### config.mk
export PLATFORM = sky130hd
export DESIGN_NAME = qdac_serial_load
export DESIGN_NICKNAME = d
export VERILOG_FILES = /design/src/rtl/qdac_serial_load.v /design/src/rtl/qdac_fifo.v
export VERILOG_INCLUDE_DIRS = /design/src /design/src/include
export SDC_FILE = /design/constraint.sdc
export NUM_CORES = 1
export LEC_CHECK = 0
export BUFFER_PORTS_ARGS = -buffer_cell sky130_fd_sc_hd__buf_2
export CAP_MARGIN = 15
export CORE_ASPECT_RATIO = 1.75
export CORE_MARGIN = 4
export CORE_UTILIZATION = 62
export DETAILED_ROUTE_END_ITERATION = 8
export GPL_TIMING_DRIVEN = 0
export PLACE_DENSITY = 0.83
export SLEW_MARGIN = 40
export SYNTH_ARGS = -nofsm -noshare
export SYNTH_HDL_FRONTEND = slang
export SYNTH_HIERARCHICAL = 1
export SYNTH_SLANG_ARGS = --single-unit
export TNS_END_PERCENT = 100
### constraint.sdc
create_clock -name sys_clk -period 6.17 [get_ports sys_clk]
set_clock_uncertainty 0.15 [all_clocks]
set_input_delay 1.5425 -clock sys_clk [delete_from_list [all_inputs] [get_ports sys_clk]]
set_output_delay 1.5425 -clock sys_clk [all_outputs]
set_load 0.03 [all_outputs]
### src/include/qdac_regs.vh
// qdac_regs.vh: field positions, widths and reset values of the quad converter serial loader
// assumes it is included by its bare name from the rtl files
`ifndef QDAC_REGS_VH
`define QDAC_REGS_VH
`define QDAC_WORD_BITS      16
`define QDAC_CODE_BITS      12
`define QDAC_CODE_MSB       11
`define QDAC_SEL_LO_POS     12
`define QDAC_SEL_HI_POS     13
`define QDAC_PWR_POS        15
`define QDAC_SPD_POS        14
`define QDAC_CTRL_MSB       15
`define QDAC_BITCNT_LAST    5'h10
`define QDAC_BITCNT_RST     5'h00
`define QDAC_CODE_RST       12'h000
`define QDAC_WORD_RST       16'h0000
`define QDAC_FIFO_DEPTH     8
`define QDAC_FIFO_AW        3
`endif

### src/rtl/qdac_serial_load.v
// qdac_serial_load.v: serial word receiver, channel latches and output update of a quad 12-bit converter
// assumes serial pins are asynchronous to sys_clk and slower than a quarter of it
`timescale 1ns/1ps
`include "qdac_regs.vh"
module qdac_serial_load (
  input  wire        sys_clk,
  input  wire        rst_n,
  input  wire        chip_select_n,
  input  wire        frame_sync,
  input  wire        serial_clk,
  input  wire        serial_data,
  input  wire        load_outputs_n,
  input  wire        power_down_n,
  output reg  [11:0] channel_a_output,
  output reg  [11:0] channel_b_output,
  output reg  [11:0] channel_c_output,
  output reg  [11:0] channel_d_output,
  output reg  [3:0]  channel_powered,
  output reg  [3:0]  channel_fast,
  output wire        word_overrun
);
  // two-flop synchronisers; stage 1 is read only by stage 2
  reg [4:0] s1_q;
  reg [4:0] s2_q;
  reg       sclk_prev_q;
  reg       fs_prev_q;
  reg       din_prev_q;
  always @(posedge sys_clk or negedge rst_n) begin
    if (!rst_n) begin
      s1_q        <= 5'h1F;
      s2_q        <= 5'h1F;
      sclk_prev_q <= 1'b1;
      fs_prev_q   <= 1'b1;
      din_prev_q  <= 1'b0;
    end else begin
      s1_q        <= {power_down_n, load_outputs_n, serial_data, frame_sync, serial_clk};
      s2_q        <= s1_q;
      sclk_prev_q <= s2_q[0];
      fs_prev_q   <= s2_q[1];
      din_prev_q  <= s2_q[2];
    end
  end

  wire sclk_s   = s2_q[0];
  wire fs_s     = s2_q[1];
  wire load_n_s = s2_q[3];
  wire pd_n_s   = s2_q[4];
  // chip select is sampled with the same depth
  reg  cs1_q;
  reg  cs2_q;
  always @(posedge sys_clk or negedge rst_n) begin
    if (!rst_n) begin
      cs1_q <= 1'b1;
      cs2_q <= 1'b1;
    end else begin
      cs1_q <= chip_select_n;
      cs2_q <= cs1_q;
    end
  end

  wire selected  = ~cs2_q;
  wire fs_fall   = fs_prev_q & ~fs_s & selected;
  wire fs_rise   = ~fs_prev_q & fs_s;
  // data bit is taken from the previous sample, one cycle before the edge seen, to honour short hold
  wire sclk_fall = sclk_prev_q & ~sclk_s;

  reg        active_q;
  reg [4:0]  bitcnt_q;
  reg [15:0] shift_q;
  reg        push_q;
  reg [15:0] push_word_q;
  wire       fifo_in_ready;
  wire [4:0] bitcnt_inc = bitcnt_q + 5'h01;
  wire [15:0] shift_nxt = {shift_q[14:0], din_prev_q};

  always @(posedge sys_clk or negedge rst_n) begin
    if (!rst_n) begin
      active_q    <= 1'b0;
      bitcnt_q    <= `QDAC_BITCNT_RST;
      shift_q     <= `QDAC_WORD_RST;
      push_q      <= 1'b0;
      push_word_q <= `QDAC_WORD_RST;
    end else begin
      push_q <= 1'b0;
      if (fs_fall) begin
        // the host lowers frame sync before the first clock edge, so a coincident edge is ignored
        active_q <= 1'b1;
        bitcnt_q <= `QDAC_BITCNT_RST;
        shift_q  <= `QDAC_WORD_RST;
      end else if (active_q && !selected) begin
        active_q <= 1'b0;
      end else if (active_q && sclk_fall) begin
        shift_q  <= shift_nxt;
        bitcnt_q <= bitcnt_inc;
        if (bitcnt_inc == `QDAC_BITCNT_LAST) begin
          active_q    <= 1'b0;
          push_q      <= 1'b1;
          push_word_q <= shift_nxt;
        end
      end else if (active_q && fs_rise) begin
        // early rise: partial word lands as shifted, right-aligned with its high bits zero
        active_q    <= 1'b0;
        push_q      <= (bitcnt_q != `QDAC_BITCNT_RST);
        push_word_q <= shift_q;
      end
    end
  end

  // word fifo decouples the serial side from the latch side; a full fifo drops the word
  assign word_overrun = push_q & ~fifo_in_ready;
  wire [15:0] fifo_word;
  wire        fifo_valid;
  wire        fifo_take;
  qdac_fifo #(
    .WIDTH (`QDAC_WORD_BITS),
    .DEPTH (`QDAC_FIFO_DEPTH),
    .AW    (`QDAC_FIFO_AW)
  ) u_fifo (
    .sys_clk   (sys_clk),
    .rst_n     (rst_n),
    .in_data   (push_word_q),
    .in_valid  (push_q),
    .in_ready  (fifo_in_ready),
    .out_data  (fifo_word),
    .out_valid (fifo_valid),
    .out_ready (fifo_take)
  );
  assign fifo_take = 1'b1;

  // input latches per channel, then output latches gated by load, except channel_powered, which follows power-down every cycle
  reg [11:0] code_q  [0:3];
  reg [3:0]  pwr_q;
  reg [3:0]  spd_q;
  wire [1:0] sel = {fifo_word[`QDAC_SEL_HI_POS], fifo_word[`QDAC_SEL_LO_POS]};
  genvar ch;
  generate
    for (ch = 0; ch < 4; ch = ch + 1) begin : g_ch
      always @(posedge sys_clk or negedge rst_n) begin
        if (!rst_n) begin
          code_q[ch] <= `QDAC_CODE_RST;
          pwr_q[ch]  <= 1'b0;
          spd_q[ch]  <= 1'b0;
        end else if (fifo_valid && sel == ch) begin
          code_q[ch] <= fifo_word[`QDAC_CODE_MSB:0];
          pwr_q[ch]  <= fifo_word[`QDAC_PWR_POS];
          spd_q[ch]  <= fifo_word[`QDAC_SPD_POS];
        end
      end
    end
  endgenerate

  always @(posedge sys_clk or negedge rst_n) begin
    if (!rst_n) begin
      channel_a_output <= `QDAC_CODE_RST;
      channel_b_output <= `QDAC_CODE_RST;
      channel_c_output <= `QDAC_CODE_RST;
      channel_d_output <= `QDAC_CODE_RST;
      channel_powered  <= 4'h0;
      channel_fast     <= 4'h0;
    end else begin
      if (!load_n_s) begin
        channel_a_output <= code_q[0];
        channel_b_output <= code_q[1];
        channel_c_output <= code_q[2];
        channel_d_output <= code_q[3];
        channel_fast     <= spd_q;
      end
      channel_powered <= pd_n_s ? ~pwr_q : 4'h0;
    end
  end
endmodule

### src/rtl/qdac_fifo.v
// qdac_fifo.v: small flip-flop FIFO with valid/ready on both sides
// assumes one clock domain and an asynchronous active-low reset
`timescale 1ns/1ps
module qdac_fifo #(
  parameter WIDTH = 16,
  parameter DEPTH = 8,
  parameter AW    = 3
) (
  input  wire             sys_clk,
  input  wire             rst_n,
  input  wire [WIDTH-1:0] in_data,
  input  wire             in_valid,
  output wire             in_ready,
  output wire [WIDTH-1:0] out_data,
  output wire             out_valid,
  input  wire             out_ready
);
  reg [WIDTH-1:0] mem_q [0:DEPTH-1];
  reg [AW-1:0]    wr_q;
  reg [AW-1:0]    rd_q;
  reg [AW:0]      cnt_q;
  wire            push;
  wire            pop;
  genvar          i;
  localparam [AW:0] FULL_CNT = DEPTH;

  assign in_ready  = (cnt_q != FULL_CNT);
  assign out_valid = (cnt_q != {(AW+1){1'b0}});
  assign out_data  = mem_q[rd_q];
  assign push      = in_valid & in_ready;
  assign pop       = out_valid & out_ready;

  generate
    for (i = 0; i < DEPTH; i = i + 1) begin : g_ent
      localparam [AW-1:0] IDX = i;
      always @(posedge sys_clk or negedge rst_n) begin
        if (!rst_n)
          mem_q[i] <= {WIDTH{1'b0}};
        else if (push && wr_q == IDX)
          mem_q[i] <= in_data;
      end
    end
  endgenerate

  always @(posedge sys_clk or negedge rst_n) begin
    if (!rst_n) begin
      wr_q  <= {AW{1'b0}};
      rd_q  <= {AW{1'b0}};
      cnt_q <= {(AW+1){1'b0}};
    end else begin
      if (push)
        wr_q <= wr_q + 1'b1;
      if (pop)
        rd_q <= rd_q + 1'b1;
      if (push && !pop)
        cnt_q <= cnt_q + 1'b1;
      else if (pop && !push)
        cnt_q <= cnt_q - 1'b1;
    end
  end
endmodule

==> metrics.yaml, run 1 <==
run_status: "finished clean"
maxSlewHeadroom_pct: 46.4
timing.reg2reg.worst_path_depth: 7
post_drt_via_cell_ratio: 6.06
ys.warnings.count: 6
drcViolationCount: 0
die_x_um: 116
grt_pass1_vias: 7792
dp_hpwl_um: 17700
detailedRoute.firstIterationViolations: 423
cts_tree: "yes"
synth-seq-cells: 304
drv_cap: 0
clock_tree.htree_level_count: 1
multi_input_comb_area_sq_um: 4890
worst_setup_hold_path_clk_slew_ns: 0.06
final.min_clock_period_ns: 3.87
worstSetupStartpointType: "register"
timing.final.max_slew_violations: 0
antenna_found_initial: 0
port_buffers: 64
num_antenna_cells: 0
layout.area.seq_sq_um: 7620
synth.yosys.seq_area_share_pct: 59.8
clock_sink_count: 304
cts_max_path_buffers: 3
timing.critical_path.arrival_ns: 4.13
dr.pass1.iters: 4
post_route_antenna_net_violation_count: 0
grt_overflow: 0
floorplan.rows: 69
timing.hold.worst_path_depth: 0
die_height_um: 198
number_of_flops_mapped_to_enable_cells_by_yosys: 0
worstSkewPairLatency_ns: 0.52
required_ns: 6.43
synth_async_sr_flop_share_pct: 100
timing.critical_path.to_type: "register"
grt_first_pass_wirelength_um: 41200
clock-root-buffer: "sky130_fd_sc_hd__clkbuf_16"
static-leakage-power_nw: 7.37
globalRouteTotalUtil_pct: 22.9
number_of_post_cts_setup_repair_buffers: 0
worst_hold_path_type: "register to register"
final_hold_viol_count: 0
finalSetupTns_ns: 0
postCtsHoldBufs: 0
report.final.setup_viol: 0
cts_made_buffers: 27
final.fill_count: 1303
power.density_cell_area_nw_per_um2: 296
drt_wl_total_um: 25500
drt-wirelength-per-cell_um: 22.2
maxClockFrequency_ghz: 0.258
die_outline_area_sq_um: 23000
post_synth_inst_count: 784
postLayoutCoreUtil_pct: 70.9
synthFlopType: "sky130_fd_sc_hd__dfrtp_1"
boundaryPins: 65
post_synth.cell_area_avg_sq_um: 16.3
layout-drive-gt1-share_pct: 46.8
ys_types: 43
ctsResizeCount: 0
setup_slack_ns: 2.30
finalWeightedCongestion: 0.768
worst_slew_pin_slew_ns: 0.804
fp.coreArea_sq_um: 20300
grt_start_max_net_pins: 83
fin_crit_sh_pct: 62.7
category_of_the_critical_setup_timing_path: "register to register"
dp_slack_ns: 2.25
rsz0062_at_grt: "false"
place_area_sq_um: 13500
syn-cell-area_sq_um: 12800
flow.area_growth_from_synthesis_pct: 12.8
critical_path.max_fanout: 10
ir_drop_uv: 292
initial_utilization_pct: 62.9
via_count: 6958
layout.cell_area.non_filler_sq_um: 14400
fin_nets: 903
placed cells by master (no fill, tap or decap), types with 3 or more instances in the layout:
cell type and count:
sky130_fd_sc_hd__nor2b_1 6, sky130_fd_sc_hd__clkbuf_16 27, sky130_fd_sc_hd__a22o_1 17, sky130_fd_sc_hd__nor2_1 4, sky130_fd_sc_hd__mux2_4 9, sky130_fd_sc_hd__buf_2 74, sky130_fd_sc_hd__a21oi_1 5, sky130_fd_sc_hd__nand3b_1 4
sky130_fd_sc_hd__dfstp_2 14, sky130_fd_sc_hd__bufinv_16 3, sky130_fd_sc_hd__ha_1 13, sky130_fd_sc_hd__nand2_1 10, sky130_fd_sc_hd__o211ai_1 3, sky130_fd_sc_hd__buf_16 3, sky130_fd_sc_hd__clkbuf_1 25, sky130_fd_sc_hd__o21ai_0 6
sky130_fd_sc_hd__and3_1 3, sky130_fd_sc_hd__buf_6 6, sky130_fd_sc_hd__clkinv_2 10, sky130_fd_sc_hd__mux2_1 50, sky130_fd_sc_hd__mux4_2 32, sky130_fd_sc_hd__dfrtp_1 290, sky130_fd_sc_hd__inv_1 9, sky130_fd_sc_hd__and4_1 3
sky130_fd_sc_hd__clkbuf_8 4, sky130_fd_sc_hd__mux2_2 228, sky130_fd_sc_hd__nand3_1 9, sky130_fd_sc_hd__xnor2_1 5
report_power, final:
part / switching [mW] / total [mW] / internal (mW)
Sequential: 0.0383 / 2.07 / 2.03
Clock: 0.715 / 1.69 / 0.977
Combinational: 0.299 / 0.499 / 0.200
logic make-up after synthesis:
family,count (synthesis),synth area share [%]
xor gates and xnor gates,7,0.481
and+or+nand+nor,51,2.52
buffers and inverters,50,1.93
AOI/OAI and AO/OA,36,2.41
DFF,304,59.8
other,1,0.0294
muxes,321,31.4
adders and majority gates,14,1.43
state kept, by name (all words and copies together) (netlist names), 3 cells and up:
signal / flops
shift_q: 16
channel_powered: 4
code_q: 48
channel_d_output: 12
u_fifo/rd_q: 3
spd_q: 4
channel_c_output: 12
channel_fast: 4
pwr_q: 4
u_fifo/cnt_q: 4
channel_a_output: 12
s2_q: 5
push_word_q: 16
s1_q: 5
u_fifo/wr_q: 3
bitcnt_q: 5
channel_b_output: 12
u_fifo/mem_q: 128
cells in the mapped netlist, types with 2 or more instances:
master	n	area share, %
sky130_fd_sc_hd__a21oi_1	5	0.20
sky130_fd_sc_hd__a22o_1	17	1.2
sky130_fd_sc_hd__and3_1	3	0.15
sky130_fd_sc_hd__and4_1	3	0.21
sky130_fd_sc_hd__buf_2	11	0.43
sky130_fd_sc_hd__buf_6	6	0.53
sky130_fd_sc_hd__clkbuf_1	23	0.68
sky130_fd_sc_hd__dfrtp_1	290	57
sky130_fd_sc_hd__dfstp_2	14	2.9
sky130_fd_sc_hd__ha_1	13	1.3
sky130_fd_sc_hd__inv_1	9	0.26
sky130_fd_sc_hd__mux2_1	50	4.4
sky130_fd_sc_hd__mux2_2	228	20
sky130_fd_sc_hd__mux2_4	9	1.1
sky130_fd_sc_hd__mux2i_1	2	0.16
sky130_fd_sc_hd__mux4_2	32	5.7
sky130_fd_sc_hd__nand2_1	10	0.29
sky130_fd_sc_hd__nand2b_1	2	0.098
sky130_fd_sc_hd__nand3_1	9	0.35
sky130_fd_sc_hd__nand3b_1	4	0.24
sky130_fd_sc_hd__nor2_1	4	0.12
sky130_fd_sc_hd__nor2b_1	6	0.29
sky130_fd_sc_hd__o211ai_1	3	0.18
sky130_fd_sc_hd__o21ai_0	6	0.24
sky130_fd_sc_hd__or4_1	2	0.12
sky130_fd_sc_hd__xnor2_1	5	0.34
sky130_fd_sc_hd__xor2_1	2	0.14
final cells by class:
type | instances | share of cell area, %
sequential | 304 | 53.0
multi-input combinational | 431 | 34.0
clock buffer | 33 | 5.13
timing repair buffer | 67 | 2.87
tap | 248 | 2.16
buffer | 40 | 1.45
clock inverter | 16 | 1.14
inverter | 10 | 0.261
metal layers:
layer	GRT usage [%]	share of wire, %	vias to the layer above
met4	8.04	3.1	0
li1	-	-	3055
met3	2.72	3.7	55
met5	0	0	-
met2	43.2	57	166
met1	26.3	36	3682
per-stage QoR:
step	cells	hold WS (ns)	total power, mW
global route	1149	0.214	4.42
global placement	1097	0.196	2.58
floorplan	785	0.195	2.44
detailed placement	1100	0.197	2.61
CTS	1149	0.207	4.30
finish	1149	0.206	4.26
critical path, stage by stage, from the launching register on:
cell,delay [ns]
sky130_fd_sc_hd__dfrtp_1,0.35
sky130_fd_sc_hd__clkbuf_1,0.27
sky130_fd_sc_hd__clkbuf_1,0.64
sky130_fd_sc_hd__mux4_2,0.41
sky130_fd_sc_hd__mux2_2,0.34
sky130_fd_sc_hd__nor3b_2,0.59
sky130_fd_sc_hd__clkbuf_1,0.57
sky130_fd_sc_hd__mux2_2,0.41
worst paths after layout:
check                               start                   to  slack (ns)
min in group asynchronous           rst_n  channel_c_output[9]        0.83
max in group asynchronous           rst_n              s2_q[4]        3.82
setup reg to reg           u_fifo/rd_q[1]             spd_q[0]        2.30
hold reg to reg                   s1_q[1]              s2_q[1]        0.21
setup / recovery           u_fifo/rd_q[1]             spd_q[0]        2.30
hold / removal                    s1_q[1]              s2_q[1]        0.21
Power figures use the tool's default switching activity.
==> run 2, diff against run 1 <==
--- a/config.mk
+++ b/config.mk
@@ -10,10 +10,10 @@
 export CAP_MARGIN = 15
 export CORE_ASPECT_RATIO = 1.75
 export CORE_MARGIN = 4
-export CORE_UTILIZATION = 62
+export CORE_UTILIZATION = 55
 export DETAILED_ROUTE_END_ITERATION = 8
 export GPL_TIMING_DRIVEN = 0
-export PLACE_DENSITY = 0.83
+export PLACE_DENSITY = 0.78
 export SLEW_MARGIN = 40
 export SYNTH_ARGS = -nofsm -noshare
 export SYNTH_HDL_FRONTEND = slang
==> constraint.sdc (replaced) <==
create_clock -name sys_clk -period 3.3 [get_ports sys_clk]
set_clock_uncertainty 0.15 [all_clocks]
set_input_delay 0.825 -clock sys_clk [delete_from_list [all_inputs] [get_ports sys_clk]]
set_output_delay 0.825 -clock sys_clk [all_outputs]
set_load 0.03 [all_outputs]
==> run 2 against run 1 <==
Against the previous run: critical path type unchanged; core utilization shrank 6.9 points; total power grew 91%; non-clock buffer count grew 1; register-to-register slack lost 2.1 ns; die area grew 12%; global-route usage shrank 3.2 points; hold slack lost 0.20 ns; maximum frequency grew 24%; first-iteration DRC count shrank 16%; clock-buffer cell count grew 7.
==> metrics.yaml, run 2 (same netlist as run 1, synthesis figures left out) <==
largest_register_ff_count: 128
flow.area_growth_from_synthesis_pct: 14.2
grt_start_max_net_pins: 80
antenna_found_initial: 0
timing.critical_path.cells: "or4_1 > nand2_1 > ha_1 > inv_1 > ha_1 > or4_1 > o211ai_1 > o211ai_1"
cp_num_buf_inv: 1
layout.cell_area.non_filler_sq_um: 14600
place_area_sq_um: 13600
timing.critical_path.arrival_ns: 3.39
initial_utilization_pct: 56.1
worst_path_dominant_cell_family: "simple AND/OR/NAND/NOR gates"
cpMaxStageDelayCell: "sky130_fd_sc_hd__or4_1"
drcViolationCount: 0
clock_tree.htree_level_count: 1
run_status: "finished clean"
leading_cell_types_in_the_layout_fill_and_taps_excluded: "290 x sky130_fd_sc_hd__dfrtp_1, 228 x sky130_fd_sc_hd__mux2_2, 73 x sky130_fd_sc_hd__buf_2"
clock-root-buffer: "sky130_fd_sc_hd__clkbuf_16"
post_route_antenna_net_violation_count: 0
maxClockFrequency_ghz: 0.321
report.final.setup_viol: 0
final_hold_viol_count: 0
drt-wirelength-per-cell_um: 20.1
worstSkewPairLatency_ns: 0.55
layout-drive-gt1-share_pct: 47.6
dr.pass1.iters: 4
die_outline_area_sq_um: 25800
cts_made_buffers: 28
die_x_um: 123
postCtsHoldBufs: 0
cts_tree: "yes"
most_common_cell_after_layout_fill_and_taps_aside: "sky130_fd_sc_hd__dfrtp_1"
fin_nets: 905
grt_first_pass_wirelength_um: 40000
worst_hold_path_type: "input pin to async pin"
power.density_cell_area_nw_per_um2: 559
clock_sink_count: 304
detailedRoute.firstIterationViolations: 357
worst_slew_pin_slew_ns: 0.759
boundaryPins: 65
final.min_clock_period_ns: 3.12
ir_drop_uv: 432
maxSlewHeadroom_pct: 49.4
cpPeakStageDelay_ns: 0.65
die_height_um: 209
num_antenna_cells: 0
dp_hpwl_um: 16800
fp.coreArea_sq_um: 22700
postLayoutCoreUtil_pct: 64.1
critical_path.max_fanout: 6
post-place-cells: 1153
fin_crit_sh_pct: 94.5
cts_max_path_buffers: 3
grt_overflow: 0
globalRouteTotalUtil_pct: 19.7
grt_pass1_vias: 7516
timing.critical_path.to_type: "register"
required_ns: 3.57
floorplan.rows: 73
port_buffers: 64
rsz0062_at_grt: "false"
worst_setup_hold_path_clk_slew_ns: 0.07
hold_slack_ns: 0.00767
largestRegisters: "u_fifo/mem_q (128), code_q (48)"
static-leakage-power_nw: 7.44
finalWeightedCongestion: 0.736
final.fill_count: 1600
drv_cap: 0
worstSetupStartpointType: "register"
drt_wl_total_um: 24200
finalSetupTns_ns: 0
via_count: 6828
max_flop_register: "u_fifo/mem_q"
stdcell_count: 1204
timing.final.max_slew_violations: 0
category_of_the_critical_setup_timing_path: "register to register"
post_drt_via_cell_ratio: 5.67
-- run 2: cell types whose count changed in the layout (fill, tap and decap cells not counted) --
cell                         previous run  this run
sky130_fd_sc_hd__buf_16                 3         4
sky130_fd_sc_hd__nor3b_4                0         1
sky130_fd_sc_hd__buf_2                 74        73
sky130_fd_sc_hd__clkbuf_8               4         6
sky130_fd_sc_hd__clkinv_2              10         6
sky130_fd_sc_hd__clkbuf_4               0         1
sky130_fd_sc_hd__nor3b_2                2         1
sky130_fd_sc_hd__clkbuf_2               0         5
sky130_fd_sc_hd__clkbuf_1              25        20
sky130_fd_sc_hd__clkinvlp_4             2         1
sky130_fd_sc_hd__buf_4                  0         3
sky130_fd_sc_hd__clkbuf_16             27        29
-- run 2: timing repair --
action	in CTS	in global routing
gates resized for setup	11	1
setup buffers	1	0
endpoints found under the hold margin	0	0
endpoints found under the setup margin	44	40
pin swaps	1	0
-- run 2: final timing paths --
path / from / to / slack [ns] / cells past startpoint
max in group asynchronous: rst_n / channel_d_output[10] / 1.93 / 3
worst max register to register: u_fifo/cnt_q[0] / u_fifo/cnt_q[3] / 0.18 / 8
min in group sys_clk: s1_q[1] / s2_q[1] / 0.20 / 0
worst min register to register: s1_q[1] / s2_q[1] / 0.20 / 0
worst max-delay path: u_fifo/cnt_q[0] / u_fifo/cnt_q[3] / 0.18 / 8
worst min-delay path: rst_n / u_fifo/cnt_q[2] / 0.008 / 1
-- run 2: through the flow --
step | total power [mW] | worst slack [ns]
2_1_floorplan | 4.56 | 0.0789
3_3_place_gp | 4.86 | -4.22
3_5_place_dp | 4.90 | -0.636
4_1_cts | 8.26 | 0.0236
5_1_grt | 8.47 | 0.0133
6_report | 8.15 | 0.183
-- run 2: routing by layer --
layer / vias up / track usage [%] / routed length [um]
met4: 0 / 6.50 / 660
met3: 38 / 2.02 / 679
met1: 3614 / 22.9 / 9280
met2: 117 / 37.2 / 13600
li1: 3059 / - / -
met5: - / 0 / 0
-- run 2: worst register-to-register path, stage by stage (launching register included) --
cell	delay [ns]
sky130_fd_sc_hd__dfrtp_1	0.47
sky130_fd_sc_hd__or4_1	0.65
sky130_fd_sc_hd__nand2_1	0.23
sky130_fd_sc_hd__ha_1	0.30
sky130_fd_sc_hd__inv_1	0.14
sky130_fd_sc_hd__ha_1	0.36
sky130_fd_sc_hd__or4_1	0.49
sky130_fd_sc_hd__o211ai_1	0.11
sky130_fd_sc_hd__o211ai_1	0.10
-- run 2: report_power, final --
group          switching, mW  total, mW  internal [mW]  leakage, nW
clock                   1.35       3.33           1.98        0.477
sequential            0.0822       3.88           3.80         4.17
combinational          0.552      0.944          0.393         2.79
total                   1.98       8.15           6.16         7.44
-- run 2: area by class of cell --
cell class / count / area, sq um / share of cell area, %
Clock inverter: 11 / 136 / 0.936
Inverter: 10 / 37.5 / 0.258
Buffer: 39 / 221 / 1.52
Sequential cell: 304 / 7620 / 52.3
Clock buffer: 40 / 827 / 5.68
Tap cell: 300 / 375 / 2.58
Timing Repair Buffer: 69 / 448 / 3.07
Multi-Input combinational cell: 431 / 4900 / 33.6
==> run 3, diff against run 2 <==
--- a/config.mk
+++ b/config.mk
@@ -13,7 +13,7 @@
 export CORE_UTILIZATION = 55
 export DETAILED_ROUTE_END_ITERATION = 8
 export GPL_TIMING_DRIVEN = 0
-export PLACE_DENSITY = 0.78
+export PLACE_DENSITY = 0.76
 export SLEW_MARGIN = 40
 export SYNTH_ARGS = -nofsm -noshare
 export SYNTH_HDL_FRONTEND = slang
==> run 3 against run 2 <==
Against the previous run: hold slack better by 0.074 ns; sequential cell count stayed put; non-clock buffer count stayed put; wire length is 0.85% lower; global-route usage is 0.13 points lower; largest power group unchanged; highest routed layer unchanged; critical path type unchanged; sequential power hardly changed; cell count stayed put; design area hardly changed; largest cell class unchanged; clock-buffer cell count is 4 higher; core utilization is 0.055 points lower; clock power is 1% lower.
==> metrics.yaml, run 3 (same netlist as run 1, synthesis figures left out) <==
initial_utilization_pct: 56.1
critical_path.startpoint: "u_fifo/rd_q[0]"
maxSlewHeadroom_pct: 48.2
final_hold_viol_count: 0
fp.coreArea_sq_um: 22700
cpMaxStageDelayCell: "sky130_fd_sc_hd__mux4_2"
report.final.setup_viol: 0
static-leakage-power_nw: 7.43
post_drt_via_cell_ratio: 5.64
fin_nets: 905
reg_to_reg_critical_path_endpoint: "code_q[32]"
drt-wirelength-per-cell_um: 19.9
capturing_element_of_the_worst_setup_path: "code_q[32]"
port_buffers: 64
die_height_um: 209
max_flop_register: "u_fifo/mem_q"
timing.critical_path.cells: "buf_4 > mux4_2 > mux2_2 > nand3b_1 > clkbuf_2 > mux2_2"
grt_overflow: 0
clock_tree.htree_level_count: 1
rsz0062_at_grt: "false"
final.fill_count: 1583
final.min_clock_period_ns: 3.08
run_status: "finished clean"
die_outline_area_sq_um: 25800
grt_first_pass_wirelength_um: 39800
boundaryPins: 65
critical_path.max_fanout: 10
power.density_cell_area_nw_per_um2: 557
post_route_antenna_net_violation_count: 0
fin_crit_sh_pct: 93.2
postCtsHoldBufs: 0
cts_made_buffers: 28
detailedRoute.firstIterationViolations: 329
leading_cell_types_in_the_layout_fill_and_taps_excluded: "290 x sky130_fd_sc_hd__dfrtp_1, 228 x sky130_fd_sc_hd__mux2_2, 72 x sky130_fd_sc_hd__buf_2"
ir_drop_uv: 421
layout.area.seq_sq_um: 7620
via_count: 6791
worst_setup_hold_path_clk_slew_ns: 0.06
clock-root-buffer: "sky130_fd_sc_hd__clkbuf_16"
regToRegStartpoint: "u_fifo/rd_q[0]"
antenna_found_initial: 0
timing.critical_path.to_type: "register"
required_ns: 3.56
worstSetupStartpointType: "register"
multi_input_comb_area_sq_um: 4900
grt_pass1_vias: 7497
timing.reg2reg.worst_path_depth: 6
finalPower_mw: 8.11
largestRegisters: "u_fifo/mem_q (128), code_q (48)"
crit_top_cell: "sky130_fd_sc_hd__mux2_2"
worst_path_dominant_cell_family: "multiplexers"
timing.final.max_slew_violations: 0
crit_cells: 6
num_antenna_cells: 0
cts_tree: "yes"
worst_slew_pin_slew_ns: 0.777
worstSkewPairLatency_ns: 0.54
dp_hpwl_um: 16700
cp_num_buf_inv: 2
finalWeightedCongestion: 0.722
maxClockFrequency_ghz: 0.325
drcViolationCount: 0
timing.critical_path.arrival_ns: 3.34
most_common_cell_after_layout_fill_and_taps_aside: "sky130_fd_sc_hd__dfrtp_1"
worst_hold_path_type: "input pin to async pin"
globalRouteTotalUtil_pct: 19.6
die_x_um: 123
finalSetupTns_ns: 0
floorplan.rows: 73
grt_start_max_net_pins: 75
layout-drive-gt1-share_pct: 47.5
cts_max_path_buffers: 3
dr.pass1.iters: 4
hold_slack_ns: 0.0817
cpPeakStageDelay_ns: 0.54
setup_slack_on_the_worst_flop_to_flop_path_ns: 0.22
clock_sink_count: 304
drv_cap: 0
flow.area_growth_from_synthesis_pct: 14.1
drt_wl_total_um: 24000
largest_register_ff_count: 128
category_of_the_critical_setup_timing_path: "register to register"
run 3: layout make-up:
| cell class | instances | share of cell area [%] |
|---|---|---|
| plain buffers | 39 | 1.50 |
| clock buffers | 44 | 5.92 |
| multi-input cells | 431 | 33.7 |
| inverters | 10 | 0.258 |
| flip-flops and latches | 304 | 52.4 |
| well taps | 300 | 2.58 |
| repair buffers | 69 | 3.08 |
| clock inverters | 7 | 0.602 |
run 3: report_power, final:
group	switching [mW]	internal, mW	leakage (nW)
Clock	1.34	1.94	0.467
Combinational	0.545	0.398	2.79
Sequential	0.0824	3.80	4.17
Total	1.97	6.14	7.43
run 3: stage by stage:
step	instances	cell area [sq um]	util (%)	setup slack (ns)
2_1_floorplan	785	12800	-	0.0789
3_3_place_gp	1149	13500	59.2	-4.27
3_5_place_dp	1153	13600	59.7	-0.636
4_1_cts	1205	14600	64.0	0.00744
5_1_grt	1204	14600	64.0	0.0412
6_report	1204	14600	64.0	0.224
run 3: worst min-delay path by stage:
stage,to,from,cells after the start
after global routing,channel_c_output[9],rst_n,1
after detailed placement,s2_q[4],s1_q[4],0
after global placement,s2_q[4],s1_q[4],0
after CTS,channel_c_output[7],rst_n,1
final,code_q[21],rst_n,1
after floorplan,cs2_q,cs1_q,0
run 3: routing by layer:
layer / share of wire, % / GRT usage (%) / wire length, um
met5: 0 / 0 / 0
met4: 1.8 / 5.43 / 429
met3: 3.1 / 2.26 / 753
met2: 57 / 36.7 / 13600
met1: 38 / 23.4 / 9220
run 3: worst reg2reg max path, cell delays in order (launching register included):
cell and delay [ns]:
sky130_fd_sc_hd__dfrtp_1 0.52, sky130_fd_sc_hd__buf_4 0.33, sky130_fd_sc_hd__mux4_2 0.55, sky130_fd_sc_hd__mux2_2 0.35, sky130_fd_sc_hd__nand3b_1 0.32, sky130_fd_sc_hd__clkbuf_2 0.36, sky130_fd_sc_hd__mux2_2 0.38
run 3: timing repair:
action	in CTS	in global routing
pin swaps	1	0
setup endpoints to repair	44	31
setup buffers	1	0
gates resized for setup	10	1
